==> config.mk <==
export PLATFORM = sky130hd
export DESIGN_NAME = pgsc_top
export DESIGN_NICKNAME = d
export VERILOG_FILES = /design/src/pkg/pgsc_pkg.sv /design/src/hdl/pgsc_sync.sv /design/src/hdl/pgsc_top.sv
export SDC_FILE = /design/constraint.sdc
export NUM_CORES = 1
export LEC_CHECK = 0
export ABC_AREA = 1
export BUFFER_PORTS_ARGS = -buffer_cell sky130_fd_sc_hd__buf_4
export CAP_MARGIN = 0
export CORE_MARGIN = 2
export CORE_UTILIZATION = 47
export CTS_CLUSTER_DIAMETER = 50
export DETAILED_ROUTE_END_ITERATION = 8
export GPL_ROUTABILITY_DRIVEN = 1
export GPL_TIMING_DRIVEN = 0
export PLACE_DENSITY = 0.73
export SKIP_LAST_GASP = 1
export SLEW_MARGIN = 20
export SYNTH_ARGS = -nofsm -noshare
export SYNTH_HDL_FRONTEND = slang
export SYNTH_SLANG_ARGS = --single-unit
export TNS_END_PERCENT = 1
==> constraint.sdc <==
create_clock -name clock -period 1.2 [get_ports clock]
set_input_delay 0.12 -clock clock [delete_from_list [all_inputs] [get_ports clock]]
set_output_delay 0.12 -clock clock [all_outputs]
set_load 0.1 [all_outputs]
==> src/pkg/pgsc_pkg.sv <==
// pgsc_pkg: shared types and constants of the power-good start-up control block.
// assumes one reference clock domain; pins arrive asynchronously and are synchronised.

package pgsc_pkg;

	// ----------------------------------------
	// pin function chosen by the configuration
	// ----------------------------------------
	typedef enum logic [1:0] {
		PGSC_MODE_NONE = 2'h0,
		PGSC_MODE_SLEEP = 2'h1,
		PGSC_MODE_REINIT = 2'h2
	} pgsc_mode_type;

	// raw code with both pin functions set; never a legal configuration
	localparam logic [1:0] PGSC_MODE_BOTH = 2'h3;

	// ----------------------------------------
	// sequencer states
	// ----------------------------------------
	typedef enum logic [2:0] {
		PGSC_ST_WAIT = 3'h0,
		PGSC_ST_HOLD = 3'h1,
		PGSC_ST_LOAD = 3'h2,
		PGSC_ST_RUN = 3'h3,
		PGSC_ST_SLEEP = 3'h4,
		PGSC_ST_RESTART = 3'h5
	} pgsc_state_type;

	// ----------------------------------------
	// carriers
	// ----------------------------------------
	localparam int PGSC_SEL_W = 2;

	typedef struct packed {
		logic good_pin_level;
		logic supplies_valid_level;
		logic [PGSC_SEL_W-1:0] cfg_sel;
	} pgsc_pins_type;

	typedef struct packed {
		logic req;
		logic from_eeprom;
		logic [PGSC_SEL_W-1:0] sel;
	} pgsc_load_type;

	// ----------------------------------------
	// reset values
	// ----------------------------------------
	localparam pgsc_pins_type PGSC_PINS_RST = '{1'b0, 1'b0, 2'h0};
	localparam pgsc_load_type PGSC_LOAD_RST = '{1'b0, 1'b0, 2'h0};
	localparam logic PGSC_FLAG_RST = 1'b0;

endpackage : pgsc_pkg

==> src/hdl/pgsc_sync.sv <==
// pgsc_sync: two-stage synchroniser for the asynchronous pin inputs.
// assumes each bit is quasi-static; selection bits are only used once settled.

module pgsc_sync
	import pgsc_pkg::*;
(
	input wire logic clock,
	input wire logic rst,
	input wire pgsc_pins_type pins_raw,
	output pgsc_pins_type pins_sync
);

	// ----------------------------------------
	// stages
	// ----------------------------------------
	pgsc_pins_type meta_q;
	pgsc_pins_type sync_q;

	// first stage feeds only the second one
	always_ff @(posedge clock or posedge rst) begin
		if (rst) begin
			meta_q <= PGSC_PINS_RST;
			sync_q <= PGSC_PINS_RST;
		end else begin
			meta_q <= pins_raw;
			sync_q <= meta_q;
		end
	end

	assign pins_sync = sync_q;

endmodule : pgsc_sync

==> src/hdl/pgsc_top.sv <==
// pgsc_top: start-up and power-state sequencer driven by the power-good pin.
// assumes the configuration loader answers a load request with load_done.

module pgsc_top
	import pgsc_pkg::*;
(
	input wire logic clock,
	input wire logic rst,
	input wire pgsc_pins_type pins_raw,
	input wire logic [1:0] pin_mode_cfg,
	input wire logic eeprom_code_ok,
	input wire logic load_done,
	output pgsc_load_type load,
	output logic outputs_enable,
	output logic pll_enable,
	output logic low_power,
	output logic core_reset
);

	// ----------------------------------------
	// functions
	// ----------------------------------------
	// both functions set is treated as restart, the safer of the two
	function automatic pgsc_mode_type pgsc_eff_mode(input logic [1:0] raw);
		pgsc_mode_type m;
		m = PGSC_MODE_NONE;
		case (raw)
			PGSC_MODE_SLEEP: m = PGSC_MODE_SLEEP;
			PGSC_MODE_REINIT: m = PGSC_MODE_REINIT;
			PGSC_MODE_BOTH: m = PGSC_MODE_REINIT;
			default: m = PGSC_MODE_NONE;
		endcase
		return m;
	endfunction : pgsc_eff_mode

	// where a high pin leads: reload unless sleep mode already holds a config
	function automatic pgsc_state_type pgsc_on_high(input pgsc_mode_type m, input logic loaded);
		pgsc_state_type s;
		s = PGSC_ST_LOAD;
		if ((m == PGSC_MODE_SLEEP) && loaded) begin
			s = PGSC_ST_RUN;
		end
		return s;
	endfunction : pgsc_on_high

	// ----------------------------------------
	// synchronised pins
	// ----------------------------------------
	pgsc_pins_type pins_s;
	pgsc_mode_type mode;
	logic pin_hi;

	pgsc_sync u_sync (
		.clock(clock),
		.rst(rst),
		.pins_raw(pins_raw),
		.pins_sync(pins_s)
	);

	assign mode = pgsc_eff_mode(pin_mode_cfg);
	assign pin_hi = pins_s.good_pin_level;

	// ----------------------------------------
	// sequencer
	// ----------------------------------------
	pgsc_state_type state_q;
	pgsc_state_type state_d;
	logic loaded_q;

	always_comb begin
		state_d = state_q;
		case (state_q)
			PGSC_ST_WAIT: begin
				if (mode != PGSC_MODE_NONE) begin
					state_d = PGSC_ST_HOLD;
				end else if (pins_s.supplies_valid_level) begin
					state_d = PGSC_ST_LOAD;
				end
			end
			PGSC_ST_HOLD: begin
				if (pin_hi) begin
					state_d = pgsc_on_high(mode, loaded_q);
				end
			end
			PGSC_ST_LOAD: begin
				if ((mode == PGSC_MODE_REINIT) && !pin_hi) begin
					state_d = PGSC_ST_RESTART;
				end else if (load_done) begin
					state_d = PGSC_ST_RUN;
				end
			end
			PGSC_ST_RUN: begin
				if ((mode == PGSC_MODE_SLEEP) && !pin_hi) begin
					state_d = PGSC_ST_SLEEP;
				end else if ((mode == PGSC_MODE_REINIT) && !pin_hi) begin
					state_d = PGSC_ST_RESTART;
				end
			end
			PGSC_ST_SLEEP: begin
				if (pin_hi) begin
					state_d = PGSC_ST_RUN;
				end
			end
			PGSC_ST_RESTART: begin
				if (pin_hi) begin
					state_d = PGSC_ST_LOAD;
				end
			end
			default: state_d = PGSC_ST_WAIT;
		endcase
	end

	always_ff @(posedge clock or posedge rst) begin
		if (rst) begin
			state_q <= PGSC_ST_WAIT;
		end else begin
			state_q <= state_d;
		end
	end

	// loaded configuration survives sleep; a restart discards it
	always_ff @(posedge clock or posedge rst) begin
		if (rst) begin
			loaded_q <= PGSC_FLAG_RST;
		end else if (state_d == PGSC_ST_RESTART) begin
			loaded_q <= PGSC_FLAG_RST;
		end else if ((state_q == PGSC_ST_LOAD) && (state_d == PGSC_ST_RUN)) begin
			loaded_q <= 1'b1;
		end
	end

	// ----------------------------------------
	// load request
	// ----------------------------------------
	pgsc_load_type load_q;

	// one pulse per entry into load, so a long high never reloads twice
	always_ff @(posedge clock or posedge rst) begin
		if (rst) begin
			load_q <= PGSC_LOAD_RST;
		end else begin
			load_q.req <= (state_d == PGSC_ST_LOAD) && (state_q != PGSC_ST_LOAD);
			if ((state_d == PGSC_ST_LOAD) && (state_q != PGSC_ST_LOAD)) begin
				load_q.from_eeprom <= eeprom_code_ok;
				load_q.sel <= pins_s.cfg_sel;
			end
		end
	end

	assign load = load_q;

	// ----------------------------------------
	// power controls
	// ----------------------------------------
	logic outputs_enable_q;
	logic pll_enable_q;
	logic low_power_q;
	logic core_reset_q;

	always_ff @(posedge clock or posedge rst) begin
		if (rst) begin
			outputs_enable_q <= PGSC_FLAG_RST;
			pll_enable_q <= PGSC_FLAG_RST;
		end else begin
			outputs_enable_q <= (state_d == PGSC_ST_RUN);
			pll_enable_q <= (state_d == PGSC_ST_LOAD) || (state_d == PGSC_ST_RUN);
		end
	end

	always_ff @(posedge clock or posedge rst) begin
		if (rst) begin
			low_power_q <= PGSC_FLAG_RST;
			core_reset_q <= PGSC_FLAG_RST;
		end else begin
			low_power_q <= (state_d == PGSC_ST_SLEEP);
			core_reset_q <= (state_d == PGSC_ST_RESTART);
		end
	end

	assign outputs_enable = outputs_enable_q;
	assign pll_enable = pll_enable_q;
	assign low_power = low_power_q;
	assign core_reset = core_reset_q;
endmodule : pgsc_top

== After elaboration in Yosys (flattened, before gate mapping) ==
Cells that the tools add are included.
Cells by class
  eq/ne operators: 15
  mux-type cells: 14
  reductions and logical operators: 11
Operators by type and width (count)
  two-way mux 3 bit: 9
  one-hot mux 3 bit (6 select lines): 1
  equality test 3 x 2 -> 1 bit, second input constant: 4
  equality test 3 bit, second input constant: 4
  equality test 2 bit, second input constant: 3
  logical AND 1 bit: 5
  equality test 2 x 1 -> 1 bit, second input constant: 2
  one-hot mux 2 bit (2 select lines): 1
  nonzero test 2 bit: 2
  equality test 3 x 1 -> 1 bit, second input constant: 1
  zero test 3 bit: 1
  two-way mux 1 bit: 3
  inequality test 3 x 2 -> 1 bit, second input constant: 1
  OR reduction 2 bit: 1
  zero test 1 bit: 1
  logical OR 1 bit: 1
Storage, ports and cells
  bits in registers: 20
  input port bits: 10
  output and inout port bits: 8
  logic and storage cells: 55

== Logic depth before layout (Yosys ltp) ==
  word-level depth: 12
  gate-level depth with buffers: 11
  depth with buffers taken out: 10

== By module ==
From an unflattened synthesis, not the netlist that was laid out.
Unflattened totals
  cells, all modules: 101
  area total of the unflattened synthesis: 894.6 µm²
By module, submodules not included
  pgsc_top: times used 1, cells each 92, area an instance 690.7 µm², sequential area each 300.3 µm²
  pgsc_sync: times used 1, cells each 9, area an instance 203.9 µm², sequential area each 200.2 µm²

== Worst setup path after synthesis ==
OpenSTA, ideal clock, no wires.
  path type: register to register
  start: register state_q[1]
  end: register load_q, in the netlist load[0]
  setup time: 0.122 ns
  arrival: 1.156 ns
  data required time: 1.078 ns
  slack: -0.078 ns
  cell stages (with the launch flop): 8
  buffers on the path: 1
  period minus slack after synthesis: 1.278 ns
  cell sequence: dfrtp_1 > buf_4 > o21ai_0 > nand3_2 > inv_1 > nand2_1 > nand2_1 > nand2_1
On the way
  word-level cells in the longest chain between the ends: 5
  elaborated cells on any way between the ends: 19
  classes of those cells: 7 x eq/ne; 10 x mux; 2 x reduce/logical
RTL lines
  from (decl): RTL line pgsc_top.sv:66  | pgsc_state_type state_q;
  from (signal assigned): RTL line pgsc_top.sv:117  | state_q <= state_d;
  two-way mux 3 bit, on equally long branches: RTL line pgsc_top.sv:95, pgsc_top.sv:76, pgsc_top.sv:88
  two-way mux 3 bit, on equally long branches: RTL line pgsc_top.sv:93, pgsc_top.sv:74, pgsc_top.sv:86
  one-hot mux 3 bit (6 select lines): RTL line pgsc_top.sv:72  | case (state_q)
  equality test 3 x 2 -> 1 bit: RTL line pgsc_top.sv:143  | if ((state_d == PGSC_ST_LOAD) && (state_q != PGSC_ST_LOAD)) begin
  logical AND 1 bit (*): RTL line pgsc_top.sv:143
  to (decl): RTL line pgsc_top.sv:135  | pgsc_load_type load_q;
Mark *: on every way between the ends. The rest lies on a longest branch, timed or not.
A chain may end at the register's enable or synchronous reset.

== Worst setup path in the final report ==
  start: register state_q[1]
  end: register loaded_q
On the way
  elaborated cells on any way between the ends: 21
  classes of those cells: 7 x eq/ne; 11 x mux; 3 x reduce/logical
RTL lines
  equality test 3 bit, or another cell as far along: RTL line pgsc_top.sv:72
  one-hot mux 3 bit (6 select lines) (*): RTL line pgsc_top.sv:72
  net state_d[0]: RTL line pgsc_top.sv:67  | pgsc_state_type state_d;
  equality test 3 x 2 -> 1 bit: RTL line pgsc_top.sv:127  | end else if ((state_q == PGSC_ST_LOAD) && (state_d == PGSC_ST_RUN)) begin
  logical AND 1 bit: RTL line pgsc_top.sv:127
  nonzero test 2 bit (no source line)
  to (signal assigned): RTL line pgsc_top.sv:124  | loaded_q <= PGSC_FLAG_RST;
  to (signal assigned): RTL line pgsc_top.sv:126  | loaded_q <= PGSC_FLAG_RST;
  to (signal assigned): RTL line pgsc_top.sv:128  | loaded_q <= 1'b1;
  to (decl): RTL line pgsc_top.sv:68  | logic loaded_q;
The timed path passes the listed nets; every way through them passes the cells marked *.

==> impl_metrics.json <==
{
  "run_status": "finished, violations left",
  "violations": "setup timing",
  "crit_required_ns": 1.39,
  "synth.area.mux_share_pct": 0,
  "hold_viol": 0,
  "syn_area_sq_um": 894.6,
  "drtIter0Drc": 21,
  "fin_nets": 145,
  "crit_chain": "buf_6 -> nand2_1 -> nor2_2 -> nand2_2 -> nand2_2 -> nor2_4 -> nand2_4 -> nand2_4 -> nand2_2 -> nand2_1",
  "synth-simple-area-share_pct": 34.69,
  "yosys_warnings": 0,
  "wl_per_cell_microns": 11.35,
  "place_area_sq_mm": 0.001072,
  "cts_buffers": 3,
  "area_delta_synth_final_pct": 42.38,
  "syn_inst": 103,
  "fin_area_sq_mm": 0.001274,
  "fin_util_pct": 72.20,
  "setup_slack_ns": -0.1365,
  "crit_path_top_delay_cell": "dfrtp_1",
  "setup_viol": 7,
  "overflow": 0,
  "die_area_sq_mm": 0.002269,
  "synth_nets": 113,
  "fin_crit_ns": 1.336,
  "clkTransAtPathRegs_ns": 0.10,
  "worst_slew_pin_slew_ns": 0.6844,
  "place_hpwl_microns": 1274,
  "clock_latency_ns": 0.29,
  "crit_path_start_kind": "flop",
  "cp_common_cell": "nand2_2",
  "drt_wl_total_microns": 1805,
  "ys.flop_type": "dfrtp_1",
  "slew_viol_final": 0,
  "drc": 0,
  "fin_skew_ns": 0.003654,
  "pre_cts_slack_ns": -0.1869,
  "antennaDiodeCount": 0,
  "hold_path.class": "in2reg",
  "synth_top_family_by_area": "simple AND/OR/NAND/NOR gates",
  "yosysMostFrequentCell": "nand2_1",
  "syn_avg_cell_area_sq_um": 8.686,
  "synth_area_leaders": "dfrtp_1 (56%), nand2_1 (14%), nor2_1 (4.6%)",
  "synthArstFlopShare_pct": 100.0,
  "ys_seq_area_share_pct": 55.94,
  "ios": 18,
  "gp_congestion": 0.8670,
  "grt_usage_pct": 19.13,
  "grt_pass1_wl_microns": 3029,
  "max_freq_ghz": 0.7482,
  "synthDistinctLibCells": 19,
  "grt_max_degree": 21,
  "port_buffers": 17,
  "die_w_microns": 47.63,
  "synth_edf_count": 0,
  "slowest_delay_ns": 0.39,
  "firstDrtPassIters": 4,
  "synth_compound_area_share_pct": 2.657,
  "clock_sinks": 20,
  "crit_path_end_kind": "flop",
  "max_cap_viol_count": 0,
  "initial_core_util_pct": 50.71,
  "yosys-top-cells-count": "nand2_1 (33), dfrtp_1 (20), nor2_1 (11), inv_1 (10), nand3_1 (8)",
  "cts_tree": "built",
  "arrival_ns": 1.53,
  "viasPerCell": 4.862,
  "rsz0062_at_grt": "yes",
  "cp_max_fo": 5,
  "rows": 15,
  "die_h_microns": 47.63,
  "fin_crit_sh_pct": 111.4,
  "clockRootBuffer": "clkbuf_4",
  "drive_above_1_share_pct": 44.78,
  "num_vias": 773,
  "slew_headroom_pct": 54.32,
  "synth_fa_ha_area_share_pct": 0,
  "critPathKind": "reg2reg",
  "synth-xor-area-share_pct": 0,
  "netlist.area_leader.share_pct": 55.94,
  "antenna_found_initial": 0,
  "synth-seq-cells": 20,
  "clockBufferDepth": 2,
  "drtAntennaViolNets": 0,
  "h-tree-depth": 1,
  "core_sq_mm": 0.001764,
  "first_global_vias": 762,
  "synth_area_leader_cell": "dfrtp_1",
  "tns_ns": -0.6400
}
-- repair_timing --
item / 4_1_cts / 5_1_grt
endpoints found under the hold margin: 24 / 0
hold buffers: 5 / 0
cloned: 1 / 0
buffers inserted: 2 / 2
pin swaps: 11 / 3
endpoints found under the setup margin: 7 / 11
gates resized for setup: 17 / 7
-- metal layers --
metal | vias up | global-route usage, % | share of wire [%]
met2 | 21 | 33.51 | 53
met3 | 5 | 3.396 | 3.7
met5 | - | 0 | 0
met4 | 0 | 6.486 | 1.2
li1 | 380 | - | -
met1 | 367 | 23.90 | 42
-- cells by family after synthesis --
family / count (synthesis)
AOI/OAI and AO/OA: 4
DFF: 20
and+or+nand+nor: 64
buffers and inverters: 15
-- path summary, 6_finish.rpt --
check	from	end	slack (ns)	depth (start not counted)
hold reg to reg	u_sync.meta_q[2]	u_sync.pins_sync[2]	0.36	0
max in group asynchronous	rst	state_q[2]	0.23	3
min in group asynchronous	rst	u_sync.meta_q[1]	0.49	3
setup reg to reg	state_q[1]	loaded_q	-0.14	10
hold / removal	eeprom_code_ok	load[2]	0.02	3
setup / recovery	state_q[1]	loaded_q	-0.14	10
-- state kept, by name, indices dropped and copies added, names as in the netlist --
| name | cells |
|---|---|
| state_q | 3 |
| u_sync.meta_q | 4 |
| low_power | 1 |
| u_sync.pins_sync | 4 |
| load | 4 |
| loaded_q | 1 |
| outputs_enable | 1 |
| core_reset | 1 |
| pll_enable | 1 |
-- critical path: cells and delay by family, from the launching register on --
family	cells	cell delay, ns
buf+inv	1	0.15
flops	1	0.39
simple gates	9	0.68
-- placed cells by master, fill, tap and decap left out, drive strengths merged --
cell / n
inv: 14
clkbuf: 4
buf: 23
dlygate4sd3: 5
nand4: 1
nor3: 1
o221ai: 1
a21oi: 1
nor2: 14
nand2: 38
dfrtp: 20
nand3: 10
o21ai: 2
-- metrics by stage --
stage,std cells,hold WS (ns)
after global routing,159,0.03140
final,159,0.01996
after floorplan,103,0.08383
after detailed placement,145,0.2307
after global placement,145,0.2298
after CTS,157,0.01157
-- final cells by class --
type                            instances  area (sq um)
Buffer                                  1         11.26
Clock buffer                            4         36.28
Fill cell                             149         490.5
Inverter                               14         57.56
Multi-Input combinational cell         68         417.9
Sequential cell                        20         504.2
Tap cell                               25         31.28
Timing Repair Buffer                   27         215.2
Power is not shown: default switching activity piles up to over one toggle a cycle in this logic, so the estimate is an artifact.
